### src/hdl/dwpbc_pkg.sv
/*
  Constants and types for the DRAM wait, precharge and bank mapping block.
  Assumes a single 125 MHz system clock; the DRAM CLK is derived inside the block.
*/
package dwpbc_pkg;

  // ----------------------------------------------------------------
  // DRAM CLK generation
  // ----------------------------------------------------------------
  localparam logic [1:0] CLK_HALF_CYC = 2'h2;
  localparam logic [1:0] CLK_DIV_LAST = 2'h3;

  // ----------------------------------------------------------------
  // Precharge and refresh low time, in positive DRAM CLK edges
  // ----------------------------------------------------------------
  localparam logic [2:0] PRE_T_0 = 3'h2;
  localparam logic [2:0] PRE_T_1 = 3'h2;
  localparam logic [2:0] PRE_T_2 = 3'h3;
  localparam logic [2:0] PRE_T_3 = 3'h3;
  localparam logic [3:0] LOW_T_0 = 4'h2;
  localparam logic [3:0] LOW_T_1 = 4'h3;
  localparam logic [3:0] LOW_T_2 = 4'h3;
  localparam logic [3:0] LOW_T_3 = 4'h4;
  localparam logic [2:0] PRE_CNT_RST = 3'h7;
  localparam logic [2:0] PRE_CNT_FIRST = 3'h1;

  // ----------------------------------------------------------------
  // Wait extension
  // ----------------------------------------------------------------
  localparam logic [3:0] EXT_ONE = 4'h1;
  localparam logic [3:0] EXT_TWO = 4'h2;

  // ----------------------------------------------------------------
  // Array configuration codes
  // ----------------------------------------------------------------
  localparam logic [2:0] CFG_ONE_SCRUB  = 3'h0;
  localparam logic [2:0] CFG_TWO_SCRUB  = 3'h1;
  localparam logic [2:0] CFG_FOUR_SCRUB = 3'h2;
  localparam logic [2:0] CFG_ONE        = 3'h3;
  localparam logic [2:0] CFG_TWO        = 3'h5;
  localparam logic [2:0] CFG_BYTE       = 3'h6;
  localparam logic [2:0] CFG_FOUR       = 3'h7;

  // ----------------------------------------------------------------
  // Refresh address counter
  // ----------------------------------------------------------------
  localparam int REF_W     = 24;
  localparam int TEST_LO_W = 13;
  localparam int TEST_HI_W = 11;

  // Synchroniser idle value: {refresh, extend_n, bank[1:0], casEn_n[3:0], req_n, strobe_n}.
  localparam logic [9:0] PIN_IDLE = 10'h13F;

  typedef enum logic [1:0] {ST_IDLE, ST_PRECHG, ST_ACTIVE, ST_REFRESH} dwpbc_state_t;

endpackage

### src/hdl/dwpbc_top.sv
/*
  DRAM wait, precharge and RAS/CAS bank mapping logic.
  Assumes asynchronous host and refresh pins, static programming bits, and a
  DRAM CLK equal to sys_clk divided by four, driven out on dramClkOut.
*/
`timescale 1ns/1ps
`default_nettype none
module dwpbc_top
  import dwpbc_pkg::*;
(
  // Clock and reset
  input  wire logic       sys_clk,
  input  wire logic       sys_rst,
  // Host access and refresh pins
  input  wire logic       addrStrobeIn_n,
  input  wire logic       accessRequestIn_n,
  input  wire logic [3:0] casEnableIn_n,
  input  wire logic [1:0] bankSelectIn,
  input  wire logic       waitExtendIn_n,
  input  wire logic       refreshRequestIn,
  // Programming bits
  input  wire logic [2:0] arrayConfigBits,
  input  wire logic [1:0] prechargeLowTimeBits,
  input  wire logic       waitExtendCountBit,
  input  wire logic       ackStyleBit,
  input  wire logic [1:0] ackDelayEdges,
  input  wire logic       ackDelayHalf,
  input  wire logic       sequencedRefresh,
  input  wire logic       scrubEnable,
  // DRAM and host outputs
  output logic [3:0]      rasOut_n,
  output logic [3:0]      casOut_n,
  output logic            waitOut_n,
  output logic            transferAckOut_n,
  output logic            dramClkOut,
  output logic [23:0]     refreshAddr,
  output logic            refreshBusy
);

  // ----------------------------------------------------------------
  // Pin synchronisers
  // ----------------------------------------------------------------
  logic [9:0] pinMeta_q;
  logic [9:0] pinSync_q;

  always_ff @(posedge sys_clk)
  begin
    if (sys_rst)
    begin
      pinMeta_q <= PIN_IDLE;
      pinSync_q <= PIN_IDLE;
    end
    else
    begin
      pinMeta_q <= {refreshRequestIn, waitExtendIn_n, bankSelectIn, casEnableIn_n,
                    accessRequestIn_n, addrStrobeIn_n};
      pinSync_q <= pinMeta_q;
    end
  end

  logic       strobe;
  logic       request;
  logic [3:0] casEn;
  logic [1:0] bank;
  logic       extend;
  logic       refreshReq;
  assign strobe     = ~pinSync_q[0];
  assign request    = ~pinSync_q[1];
  assign casEn      = ~pinSync_q[5:2];
  assign bank       = pinSync_q[7:6];
  assign extend     = ~pinSync_q[8];
  assign refreshReq = pinSync_q[9];

  // ----------------------------------------------------------------
  // Programming decode
  // ----------------------------------------------------------------
  logic [2:0] preT;
  logic [3:0] lowT;
  logic [3:0] extT;
  logic       pipeMode;
  logic       scrubOk;
  logic       testMode;
  logic [3:0] newRas;
  logic [3:0] newCas;
  logic [3:0] scrubCas;
  logic [7:0] scrubMap;

  always_comb
  begin
    case (prechargeLowTimeBits)
      2'h0:    begin preT = PRE_T_0; lowT = LOW_T_0; end
      2'h1:    begin preT = PRE_T_1; lowT = LOW_T_1; end
      2'h2:    begin preT = PRE_T_2; lowT = LOW_T_2; end
      default: begin preT = PRE_T_3; lowT = LOW_T_3; end
    endcase
  end

  // Extra edges are taken from the live pin when a delay starts.
  assign extT     = extend ? (waitExtendCountBit ? EXT_TWO : EXT_ONE) : 4'h0;
  assign pipeMode = (arrayConfigBits == CFG_FOUR) || (arrayConfigBits == CFG_FOUR_SCRUB) ||
                    (arrayConfigBits == CFG_TWO) || (arrayConfigBits == CFG_TWO_SCRUB);
  assign scrubOk  = (arrayConfigBits == CFG_ONE_SCRUB) || (arrayConfigBits == CFG_TWO_SCRUB) ||
                    (arrayConfigBits == CFG_FOUR_SCRUB);
  assign testMode = sequencedRefresh && scrubEnable;

  function automatic logic [7:0] bankMap(input logic [2:0] cfg, input logic [1:0] b);
    logic [3:0] one;
    one = 4'h1 << b;
    case (cfg)
      CFG_BYTE:                 bankMap = {4'hF, one};
      CFG_FOUR, CFG_FOUR_SCRUB: bankMap = {one, one};
      CFG_TWO, CFG_TWO_SCRUB:   bankMap = b[0] ? {4'hC, 4'hC} : {4'h3, 4'h3};
      default:                  bankMap = {4'hF, 4'hF};
    endcase
  endfunction

  assign {newCas, newRas} = bankMap(arrayConfigBits, bank);

  function automatic logic [3:0] refRas(input logic [3:0] n, input logic stag,
                                        input logic [3:0] low);
    logic [3:0] st;
    refRas = 4'h0;
    for (int i = 0; i < 4; i++)
    begin
      st = stag ? 4'(i) : 4'h0;
      refRas[i] = (n >= st) && (n < st + low);
    end
  endfunction

  // ----------------------------------------------------------------
  // Control state
  // ----------------------------------------------------------------
  dwpbc_state_t state_q, state_d;
  logic [1:0]  divCnt_q, divCnt_d;
  logic        clkLevel_q, clkLevel_d;
  logic [3:0]  rasOutN_q, rasOutN_d;
  logic [3:0]  casOutN_q, casOutN_d;
  logic        waitOutN_q, waitOutN_d;
  logic        ackOutN_q, ackOutN_d;
  logic [3:0]  curMask_q, curMask_d;
  logic [3:0]  oldMask_q, oldMask_d;
  logic [3:0]  casMask_q, casMask_d;
  logic        strobePrev_q;
  logic        ackRun_q, ackRun_d;
  logic        ackHalf_q, ackHalf_d;
  logic        burstIdle_q, burstIdle_d;
  logic [3:0]  ackCnt_q, ackCnt_d;
  logic [3:0]  ackTarget_q, ackTarget_d;
  logic [3:0]  refCnt_q, refCnt_d;
  logic [23:0] refreshAddr_q, refreshAddr_d;
  logic        refDone;
  logic        ackStart;
  logic [2:0]  prechg_q [4];
  logic [2:0]  prechg_d [4];
  logic [3:0]  preDone;
  logic        riseEn;
  logic        fallEn;

  // Scrub CAS follows the refresh bank bits through the same mapping as an access.
  assign scrubMap = bankMap(arrayConfigBits, refreshAddr_q[23:22]);
  assign scrubCas = scrubMap[7:4];
  assign riseEn = (divCnt_q == 2'h0);
  assign fallEn = (divCnt_q == CLK_HALF_CYC);
  always_comb
  begin
    for (int i = 0; i < 4; i++)
      preDone[i] = (prechg_q[i] >= preT);
  end

  always_comb
  begin
    state_d = state_q;
    divCnt_d = (divCnt_q == CLK_DIV_LAST) ? 2'h0 : divCnt_q + 2'h1;
    clkLevel_d = riseEn ? 1'b1 : (fallEn ? 1'b0 : clkLevel_q);
    rasOutN_d = rasOutN_q;
    casOutN_d = casOutN_q;
    waitOutN_d = waitOutN_q;
    ackOutN_d = ackOutN_q;
    curMask_d = curMask_q;
    oldMask_d = oldMask_q;
    casMask_d = casMask_q;
    ackRun_d = ackRun_q;
    ackHalf_d = ackHalf_q;
    burstIdle_d = burstIdle_q;
    ackCnt_d = ackCnt_q;
    ackTarget_d = ackTarget_q;
    refCnt_d = refCnt_q;
    refreshAddr_d = refreshAddr_q;
    refDone = 1'b0;
    ackStart = 1'b0;
    prechg_d = prechg_q;
    if (riseEn)
    begin
      if (ackRun_q)
        ackCnt_d = ackCnt_q + 4'h1;
      case (state_q)
        ST_IDLE:
        begin
          if (refreshReq && (&preDone))
          begin
            state_d = ST_REFRESH;
            refCnt_d = 4'h0;
            rasOutN_d = ~refRas(4'h0, sequencedRefresh, lowT);
          end
          else if (strobe && request)
          begin
            curMask_d = newRas;
            casMask_d = newCas;
            waitOutN_d = ackStyleBit;
            ackOutN_d = 1'b1;
            state_d = ST_PRECHG;
            if ((newRas & ~preDone) == 4'h0)
            begin
              rasOutN_d = rasOutN_q & ~newRas;
              state_d = ST_ACTIVE;
              ackStart = 1'b1;
            end
          end
        end
        ST_PRECHG:
        begin
          if (!request)
          begin
            state_d = ST_IDLE;
            waitOutN_d = 1'b1;
          end
          else if ((curMask_q & ~preDone) == 4'h0)
          begin
            rasOutN_d = rasOutN_q & ~curMask_q;
            state_d = ST_ACTIVE;
            ackStart = 1'b1;
          end
        end
        ST_ACTIVE:
        begin
          if (!request)
          begin
            casOutN_d = 4'hF;
            waitOutN_d = 1'b1;
            ackOutN_d = 1'b1;
            ackRun_d = 1'b0;
            ackHalf_d = 1'b0;
            if (oldMask_q != 4'h0)
            begin
              // The older pipelined access ends; the newer one keeps its RAS.
              rasOutN_d = rasOutN_q | oldMask_q;
              oldMask_d = 4'h0;
            end
            else
            begin
              rasOutN_d = rasOutN_q | curMask_q;
              state_d = ST_IDLE;
            end
          end
          else if (pipeMode && strobe && !strobePrev_q && (oldMask_q == 4'h0) &&
                   ((newRas & curMask_q) == 4'h0) && ((newRas & ~preDone) == 4'h0))
          begin
            // A bank that owns its own lines can open while another is still open.
            rasOutN_d = rasOutN_q & ~newRas;
            casOutN_d = 4'hF;
            oldMask_d = curMask_q;
            curMask_d = newRas;
            casMask_d = newCas;
            waitOutN_d = ackStyleBit;
            ackOutN_d = 1'b1;
            ackStart = 1'b1;
          end
          else
          begin
            casOutN_d = ~(casMask_q & casEn);
            if (casEn == 4'h0 && !ackRun_q && !ackHalf_q)
            begin
              // Enables released: withdraw the answer until the next column.
              burstIdle_d = 1'b1;
              ackOutN_d = 1'b1;
              waitOutN_d = ackStyleBit;
            end
            else if (casEn != 4'h0 && burstIdle_q)
            begin
              burstIdle_d = 1'b0;
              ackStart = 1'b1;
            end
          end
        end
        ST_REFRESH:
        begin
          refCnt_d = refCnt_q + 4'h1;
          rasOutN_d = ~refRas(refCnt_d, sequencedRefresh, lowT);
          casOutN_d = 4'hF;
          if (!sequencedRefresh && scrubOk && scrubEnable && refCnt_d < lowT)
            casOutN_d = ~scrubCas;
          if (refCnt_d == (sequencedRefresh ? 4'h3 : 4'h0) + lowT)
          begin
            state_d = ST_IDLE;
            refDone = 1'b1;
            if (testMode)
              refreshAddr_d = {refreshAddr_q[23:13] + 11'h001, refreshAddr_q[12:0] + 13'h0001};
            else
              refreshAddr_d = refreshAddr_q + 24'h000001;
          end
        end
        default: state_d = ST_IDLE;
      endcase
      if (ackStart)
      begin
        ackRun_d = 1'b1;
        // A burst pause left over from the previous access must not restart this count.
        burstIdle_d = 1'b0;
        ackHalf_d = 1'b0;
        ackCnt_d = 4'h0;
        ackTarget_d = {2'h0, ackDelayEdges} + extT;
      end
      if (ackRun_d && ackCnt_d >= ackTarget_d)
      begin
        ackRun_d = 1'b0;
        if (ackDelayHalf)
          ackHalf_d = 1'b1;
        else if (ackStyleBit)
          ackOutN_d = 1'b0;
        else
          waitOutN_d = 1'b1;
      end
      for (int i = 0; i < 4; i++)
      begin
        if (refDone || (!rasOutN_q[i] && rasOutN_d[i]))
          prechg_d[i] = PRE_CNT_FIRST;
        else if (rasOutN_q[i] && prechg_q[i] < preT)
          prechg_d[i] = prechg_q[i] + 3'h1;
      end
    end
    else if (fallEn && ackHalf_q)
    begin
      // The trailing half edge comes only after every positive edge.
      ackHalf_d = 1'b0;
      if (ackStyleBit)
        ackOutN_d = 1'b0;
      else
        waitOutN_d = 1'b1;
    end
  end

  always_ff @(posedge sys_clk)
  begin
    if (sys_rst)
    begin
      state_q <= ST_IDLE;
      divCnt_q <= 2'h0;
      clkLevel_q <= 1'b0;
      rasOutN_q <= 4'hF;
      casOutN_q <= 4'hF;
      waitOutN_q <= 1'b1;
      ackOutN_q <= 1'b1;
      curMask_q <= 4'h0;
      oldMask_q <= 4'h0;
      casMask_q <= 4'h0;
      strobePrev_q <= 1'b0;
      ackRun_q <= 1'b0;
      ackHalf_q <= 1'b0;
      burstIdle_q <= 1'b0;
      ackCnt_q <= 4'h0;
      ackTarget_q <= 4'h0;
      refCnt_q <= 4'h0;
      refreshAddr_q <= 24'h000000;
      refreshBusy <= 1'b0;
      for (int i = 0; i < 4; i++)
        prechg_q[i] <= PRE_CNT_RST;
    end
    else
    begin
      state_q <= state_d;
      divCnt_q <= divCnt_d;
      clkLevel_q <= clkLevel_d;
      rasOutN_q <= rasOutN_d;
      casOutN_q <= casOutN_d;
      waitOutN_q <= waitOutN_d;
      ackOutN_q <= ackOutN_d;
      curMask_q <= curMask_d;
      oldMask_q <= oldMask_d;
      casMask_q <= casMask_d;
      strobePrev_q <= riseEn ? strobe : strobePrev_q;
      ackRun_q <= ackRun_d;
      ackHalf_q <= ackHalf_d;
      burstIdle_q <= burstIdle_d;
      ackCnt_q <= ackCnt_d;
      ackTarget_q <= ackTarget_d;
      refCnt_q <= refCnt_d;
      refreshAddr_q <= refreshAddr_d;
      refreshBusy <= (state_d == ST_REFRESH);
      prechg_q <= prechg_d;
    end
  end

  assign rasOut_n         = rasOutN_q;
  assign casOut_n         = casOutN_q;
  assign waitOut_n        = waitOutN_q;
  assign transferAckOut_n = ackOutN_q;
  assign dramClkOut       = clkLevel_q;
  assign refreshAddr      = refreshAddr_q;
endmodule
`default_nettype wire

### config.mk
export PLATFORM = sky130hd
export DESIGN_NAME = dwpbc_top
export DESIGN_NICKNAME = d
export VERILOG_FILES = /design/src/hdl/dwpbc_pkg.sv /design/src/hdl/dwpbc_top.sv
export SDC_FILE = /design/constraint.sdc
export NUM_CORES = 1
export LEC_CHECK = 0
export BUFFER_PORTS_ARGS = -buffer_cell sky130_fd_sc_hd__buf_2
export CORE_MARGIN = 2
export CORE_UTILIZATION = 50
export DETAILED_ROUTE_END_ITERATION = 10
export PLACE_DENSITY = 0.79
export RECOVER_POWER = 25
export SLEW_MARGIN = 25
export SYNTH_ARGS = -nofsm -noshare
export SYNTH_HDL_FRONTEND = slang
export SYNTH_SLANG_ARGS = --single-unit
### constraint.sdc
create_clock -name sys_clk -period 7.16 [get_ports sys_clk]
set_clock_uncertainty 0.05 [all_clocks]
set_input_delay 1.074 -clock sys_clk [delete_from_list [all_inputs] [get_ports sys_clk]]
set_output_delay 1.074 -clock sys_clk [all_outputs]
set_load 0.01 [all_outputs]
# Yosys cells after proc, flatten, opt, wreduce, memory -nomap -nowiden
# Cells that the tools add are included.
[totals]
ff_bits = 100
inputBits = 24
out_inout_bits = 36
word_cells = 319
[op_classes]
addsub = 14
n_lt_le_gt_ge = 24
eq_ne = 23
n_shift = 2
mux = 123
bitwise = 18
n_reduce_logical = 90
[op_table]
columns = ["cell", "n"]
rows = [
  ["$mux W4", 29],
  ["$mux W1", 58],
  ["$pmux W8 S3", 2],
  ["$not A4 Y4", 8],
  ["$pmux W4 S2", 4],
  ["$logic_and A1 B1 Y1", 31],
  ["$mux W2", 13],
  ["$add A24 B1 Y24 const B", 1],
  ["$and A4 B4 Y4", 6],
  ["$mux W24", 1],
  ["$mux W3", 8],
  ["$reduce_bool A2 Y1", 12],
  ["$logic_not A4 Y1", 5],
  ["$lt A1 B4 Y1 const A", 4],
  ["$lt A4 B4 Y1", 4],
  ["$mux W8", 2],
  ["$pmux W4 S4", 1],
  ["$reduce_and A2 Y1", 7],
  ["$add A13 B1 Y13 const B", 1],
  ["$add A3 B1 Y3 const B", 4],
  ["$eq A2 B2 Y1 const B", 6],
  ["$ge A1 B4 Y1 const A", 3],
  ["$ge A3 B3 Y1", 4],
  ["$lt A3 B2 Y1", 4],
  ["other kinds (35)", 76],
]

# Longest topological paths before layout
[logic_depth]
word_depth = 19
depth_mapped = 22
mapped_depth_nobuf = 20

# Worst setup path before layout
# Ideal clock, no wire load.
[synth_timing]
kind = "in2reg"
startpoint = "input port prechargeLowTimeBits[1]"
endpoint = "register ackOutN_q (netlist: transferAckOut_n)"
setup_ns = 0.082
arrival_ns = 4.490
t_required_ns = 7.028
slack_ns = 2.538
path_stages = 19
n_path_buf = 0
cell_sequence = "inv_1 ha_1 nor2_1 ha_1 nand2b_1 o21ba_2 nand4b_1 and3_1 a21boi_0 a21oi_1 mux2_2 ha_1 nand2b_1 a21o_1 a21o_1 a21oi_1 nor2_1 o21a_1 o221ai_1"
[synth_via]
elab_chain_len = 18
word_cells_on_any_way = 41
classes_between = "order compare (5); eq/ne (1); mux (24); bitwise (3); reduce/logical (8)"
[synth_rtl]
columns = ["item", "line", "source"]
rows = [
  ["from (decl)", "dwpbc_top.sv:23", "input wire logic [1:0] prechargeLowTimeBits,"],
  ["$eq A2 B1 Y1 / $logic_not A2 Y1 (equally long branches)", "dwpbc_top.sv:90", "case (prechargeLowTimeBits)"],
  ["$reduce_or A2 Y1 (no line) (*)", "n/a", ""],
  ["$mux W1 (*)", "dwpbc_top.sv:90", ""],
  ["$ge A3 B3 Y1", "dwpbc_top.sv:167", "preDone[i] = (prechg_q[i] >= preT);"],
  ["$not A4 Y4", "dwpbc_top.sv:212, dwpbc_top.sv:227, dwpbc_top.sv:256", ""],
  ["$and A4 B4 Y4", "dwpbc_top.sv:212, dwpbc_top.sv:256", ""],
  ["$logic_not A4 Y1", "dwpbc_top.sv:212, dwpbc_top.sv:256", ""],
  ["$mux W1 / $logic_and A1 B1 Y1 (equally long branches)", "dwpbc_top.sv:212, dwpbc_top.sv:256", ""],
  ["[2 not listed]", "n/a", ""],
  ["$pmux W1 S3", "dwpbc_top.sv:196", "case (state_q)"],
  ["$mux W1", "dwpbc_top.sv:192", "if (riseEn)"],
  ["$mux W4", "dwpbc_top.sv:304", "if (ackStart)"],
  ["$mux W4", "dwpbc_top.sv:192", ""],
  ["$ge A4 B4 Y1", "dwpbc_top.sv:313", "if (ackRun_d && ackCnt_d >= ackTarget_d)"],
  ["$logic_and A1 B1 Y1", "dwpbc_top.sv:313", ""],
  ["$mux W1 (*)", "dwpbc_top.sv:313", ""],
  ["$mux W1 (*)", "dwpbc_top.sv:192", ""],
  ["to (signal assigned)", "dwpbc_top.sv:376", "ackOutN_q <= ackOutN_d;"],
  ["to (decl)", "dwpbc_top.sv:139", "logic ackOutN_q, ackOutN_d;"],
]
# Every way passes the cells marked *; elsewhere a longest branch is shown, timed or not. The select of a mux whose other input is x is not followed.
# A chain may end at the register's enable or synchronous reset.

# Final worst setup path
[layout_timing]
startpoint = "input port prechargeLowTimeBits[1]"
endpoint = "register ackHalf_q"
[layout_via]
elab_chain_len = 18
word_cells_on_any_way = 37
classes_between = "order compare (5); eq/ne (1); mux (20); bitwise (3); reduce/logical (8)"
[layout_rtl]
columns = ["item", "line", "source"]
rows = [
  ["$eq A2 B1 Y1 / $logic_not A2 Y1 (equally long branches)", "dwpbc_top.sv:90", ""],
  ["$reduce_or A2 Y1 (no line) (*)", "n/a", ""],
  ["$mux W1 (*)", "dwpbc_top.sv:90", ""],
  ["$ge A3 B3 Y1", "dwpbc_top.sv:167", ""],
  ["$not A4 Y4", "dwpbc_top.sv:212, dwpbc_top.sv:227, dwpbc_top.sv:256", ""],
  ["$and A4 B4 Y4", "dwpbc_top.sv:212, dwpbc_top.sv:256", ""],
  ["$logic_not A4 Y1", "dwpbc_top.sv:212, dwpbc_top.sv:256", ""],
  ["$mux W1 / $logic_and A1 B1 Y1 (equally long branches)", "dwpbc_top.sv:212, dwpbc_top.sv:256", ""],
  ["[2 not listed]", "n/a", ""],
  ["$pmux W1 S3 (*)", "dwpbc_top.sv:196", ""],
  ["$mux W1 (*)", "dwpbc_top.sv:192", ""],
  ["$mux W4", "dwpbc_top.sv:304", ""],
  ["$mux W4", "dwpbc_top.sv:192", ""],
  ["$ge A4 B4 Y1", "dwpbc_top.sv:313", ""],
  ["$logic_and A1 B1 Y1", "dwpbc_top.sv:313", ""],
  ["$mux W1 (*)", "dwpbc_top.sv:313", ""],
  ["$mux W1 (*)", "dwpbc_top.sv:192", ""],
  ["to (signal assigned)", "dwpbc_top.sv:382", "ackHalf_q <= ackHalf_d;"],
  ["to (decl)", "dwpbc_top.sv:145", "logic ackHalf_q, ackHalf_d;"],
]
# Marked as above.

==> results.sh <==
export IMPL_status="finished, violations left"
export IMPL_failed_checks="design-rule violations, max-capacitance violations, max-slew violations"
export IMPL_layout_setup_ws_ns=2.010
export IMPL_cp_top_family="compound AO/OA/AOI/OAI gates"
export IMPL_critPathLaunchType="input pin"
export IMPL_yosys_cell_types_count=72
export IMPL_setup_worst_path_end_class="flop"
export IMPL_max_cap_violations=1
export IMPL_cts_resized_gates=0
export IMPL_core_sq_mm=0.01152
export IMPL_post_cts_buffers=0
export IMPL_synth_simple_gate_area_share=0.2410
export IMPL_hold_viol_final=0
export IMPL_gp_congestion=0.9408
export IMPL_synth_compound_area_frac=0.2060
export IMPL_wl_per_cell_um=16.34
export IMPL_drt_iter0_drc=470
export IMPL_async_flop_share=0
export IMPL_antenna_found_initial=0
export IMPL_netlist_area_sq_mm=0.005966
export IMPL_grt_start_max_net_pins=100
export IMPL_cts_reportedPaths_clkPinSlew_ns=0.07
export IMPL_crit_chain="buf_2 > inv_1 > ha_1 > nor2_1 > ha_1 > nand2b_1 > a21oi_1 > nand4b_1 > buf_4 > and3_1 > a21boi_0 > a21oi_1 > buf_4 > mux2_2 > ha_1 > nand2b_1 > a21o_1 > a21o_1 > a21oi_1 > nor4b_1 > o32a_1"
export IMPL_arrival_ns=5.35
export IMPL_yosysSeqAreaShare=0.3356
export IMPL_overflow=0
export IMPL_synth_edf_count=0
export IMPL_diodes=0
export IMPL_cts_sinks=100
export IMPL_netlist_top_cells_count="100 x dfxtp_1, 71 x nor2_1, 61 x nand2_1"
export IMPL_clk_latency_ns=0.36
export IMPL_die_area_sq_mm=0.01282
export IMPL_timing_fmax_mhz=194.2
export IMPL_synth_ff_type="dfxtp_1"
export IMPL_dpl_cell_area_sq_mm=0.006351
export IMPL_cp_slowest_cell="mux2_2"
export IMPL_area_growth_pct=11.03
export IMPL_synth_xor_area_share=0.04404
export IMPL_hold_path_class="flop to flop"
export IMPL_nets=846
export IMPL_fin_hold_ws_ns=0.3600
export IMPL_place_ws_ns=1.713
export IMPL_drive_above_1_share=0.1324
export IMPL_grt_pass1_vias=5088
export IMPL_final_util=0.5752
export IMPL_cts_buffer_depth=2
export IMPL_synthTopCellsByArea="dfxtp_1 34%, ha_1 9.6%, nor2_1 4.5%"
export IMPL_post_route_drc_count=1
export IMPL_synthAdderAreaFrac=0.1065
export IMPL_cts_root_buf="clkbuf_16"
export IMPL_tritoncts="done"
export IMPL_crit_fanout=14
export IMPL_port_buffers=59
export IMPL_period_share=0.7193
export IMPL_dpl_hpwl_mm=10.92
export IMPL_grt_setup_unrepaired="false"
export IMPL_synthMuxAreaShare=0.01615
export IMPL_die_y_um=113.2
export IMPL_powerDensity_mw_per_mm2=212.2
export IMPL_die_width_um=113.2
export IMPL_start_util=0.5180
export IMPL_numCtsBuffers=9
export IMPL_postLayoutCellArea_sq_mm=0.006624
export IMPL_worstPathRequired_ns=7.36
export IMPL_slew_headroom=-1.773
export IMPL_setup_violations=0
export IMPL_dr_total_vias=5475
export IMPL_synth_seq_cells=100
export IMPL_vias_per_cell=5.945
export IMPL_postSynthCellCount=725
export IMPL_fin_setup_tns_ns=0
export IMPL_yosysWarnings=0
export IMPL_path_class="input pin to flop"
export IMPL_synth_top_family_by_area="simple AND/OR/NAND/NOR gates"
export IMPL_cts_hold_buffers=0
export IMPL_firstDrtPassIters=10
export IMPL_cp_num_buf_inv=4
export IMPL_synth_most_common_cell="dfxtp_1"
export IMPL_synth_nets=798
export IMPL_cts_htree_levels=3
export IMPL_ir_drop_mv=0.1765
export IMPL_num_rows=39
export IMPL_cpPeakStageDelay_ns=0.35
export IMPL_io_pins=60
export IMPL_yosys_area_top_type="dfxtp_1"
export IMPL_final_max_slew_violation_count=100
export IMPL_track_usage=0.2364
export IMPL_avgSynthCellArea_sq_um=8.229
export IMPL_finalCriticalPeriod_ns=5.150
export IMPL_drt_wl_total_mm=15.05
export IMPL_grt_pass1_wl_mm=24.79
export IMPL_tightest_slew_ns=4.160
export IMPL_ant_nets=0
export IMPL_p_leak_uw=0.002689
export IMPL_synth_top_area_share=0.3356
## sequential cells by signal (all words and copies together), names as in the netlist, 2 cells and up
register	flops
divCnt_q	2
prechg_q	12
refCnt_q	4
pinSync_q	10
curMask_q	4
casOut_n	4
rasOut_n	4
oldMask_q	4
state_q	2
ackCnt_q	4
pinMeta_q	10
casMask_q	4
refreshAddr	24
ackTarget_q	4
## final cells by class
class / instances / area [sq um]
timing repair buffer: 64 / 316.6
sequential: 100 / 2002
inverter: 47 / 176.4
clock inverter: 6 / 58.81
multi-input combinational: 551 / 3662
clock buffer: 10 / 229.0
tap: 143 / 178.9
fill: 1024 / 4892
## path summary, 6_finish.rpt
kind	endpoint	slack, ns	depth (start not counted)	startpoint
hold / removal	pinSync_q[3]	0.36	1	pinMeta_q[3]
setup / recovery	ackHalf_q	2.01	21	prechargeLowTimeBits[1]
hold reg to reg	pinSync_q[3]	0.36	1	pinMeta_q[3]
setup reg to reg	ackHalf_q	2.72	16	pinSync_q[6]
## per-layer routing
layer | up-vias | share of wire | GRT usage
li1 | 2677 | - | -
met1 | 2542 | 0.44 | 0.3208
met2 | 228 | 0.46 | 0.3768
met3 | 28 | 0.076 | 0.04874
met4 | 0 | 0.018 | 0.07886
met5 | - | 0 | 0
## worst register-to-register path, stage by stage, from the launching register on
cell and delay [ns]:
dfxtp_1 0.49, a21o_1 0.25, nor3b_1 0.60, nor2b_1 0.15
nor4_2 0.23, buf_4 0.22, a31oi_1 0.16, a21oi_1 0.18
buf_4 0.20, mux2_2 0.35, ha_1 0.26, nand2b_1 0.14
a21o_1 0.17, a21o_1 0.16, a21oi_1 0.30, nor4b_1 0.11
o32a_1 0.31
## stage by stage
stage,cells,power [uW]
3_5_place_dp,905,931.6
2_1_floorplan,725,836.6
3_3_place_gp,905,924.0
5_1_grt,921,1471
4_1_cts,921,1407
6_report,921,1406
## cells in the final DEF, fill, tap and decap left out, types with 18 or more instances in the layout
master and n:
nor2b_1 23, a21oi_1 45, nand2_1 61, o21ai_0 40, or2_2 18, buf_2 49, nor2_1 71, ha_1 46
dfxtp_1 100, inv_1 46
## power breakdown
part | switching (uW) | internal, uW | total (uW)
sequential | 36.5 | 588 | 624
clock | 235 | 243 | 477
combinational | 190 | 114 | 304
## cells by family (layout without fill, tap and decap cells)
group / Yosys count / after routing
buffers and inverters: 74 / 127
adder cells (fa/ha/maj): 49 / 49
AND/OR/NAND/NOR: 277 / 277
XOR/XNOR: 30 / 30
flip-flops: 100 / 100
AO/OA/AOI/OAI: 186 / 186
multiplexers: 9 / 9
(Power assumes the default switching activity.)
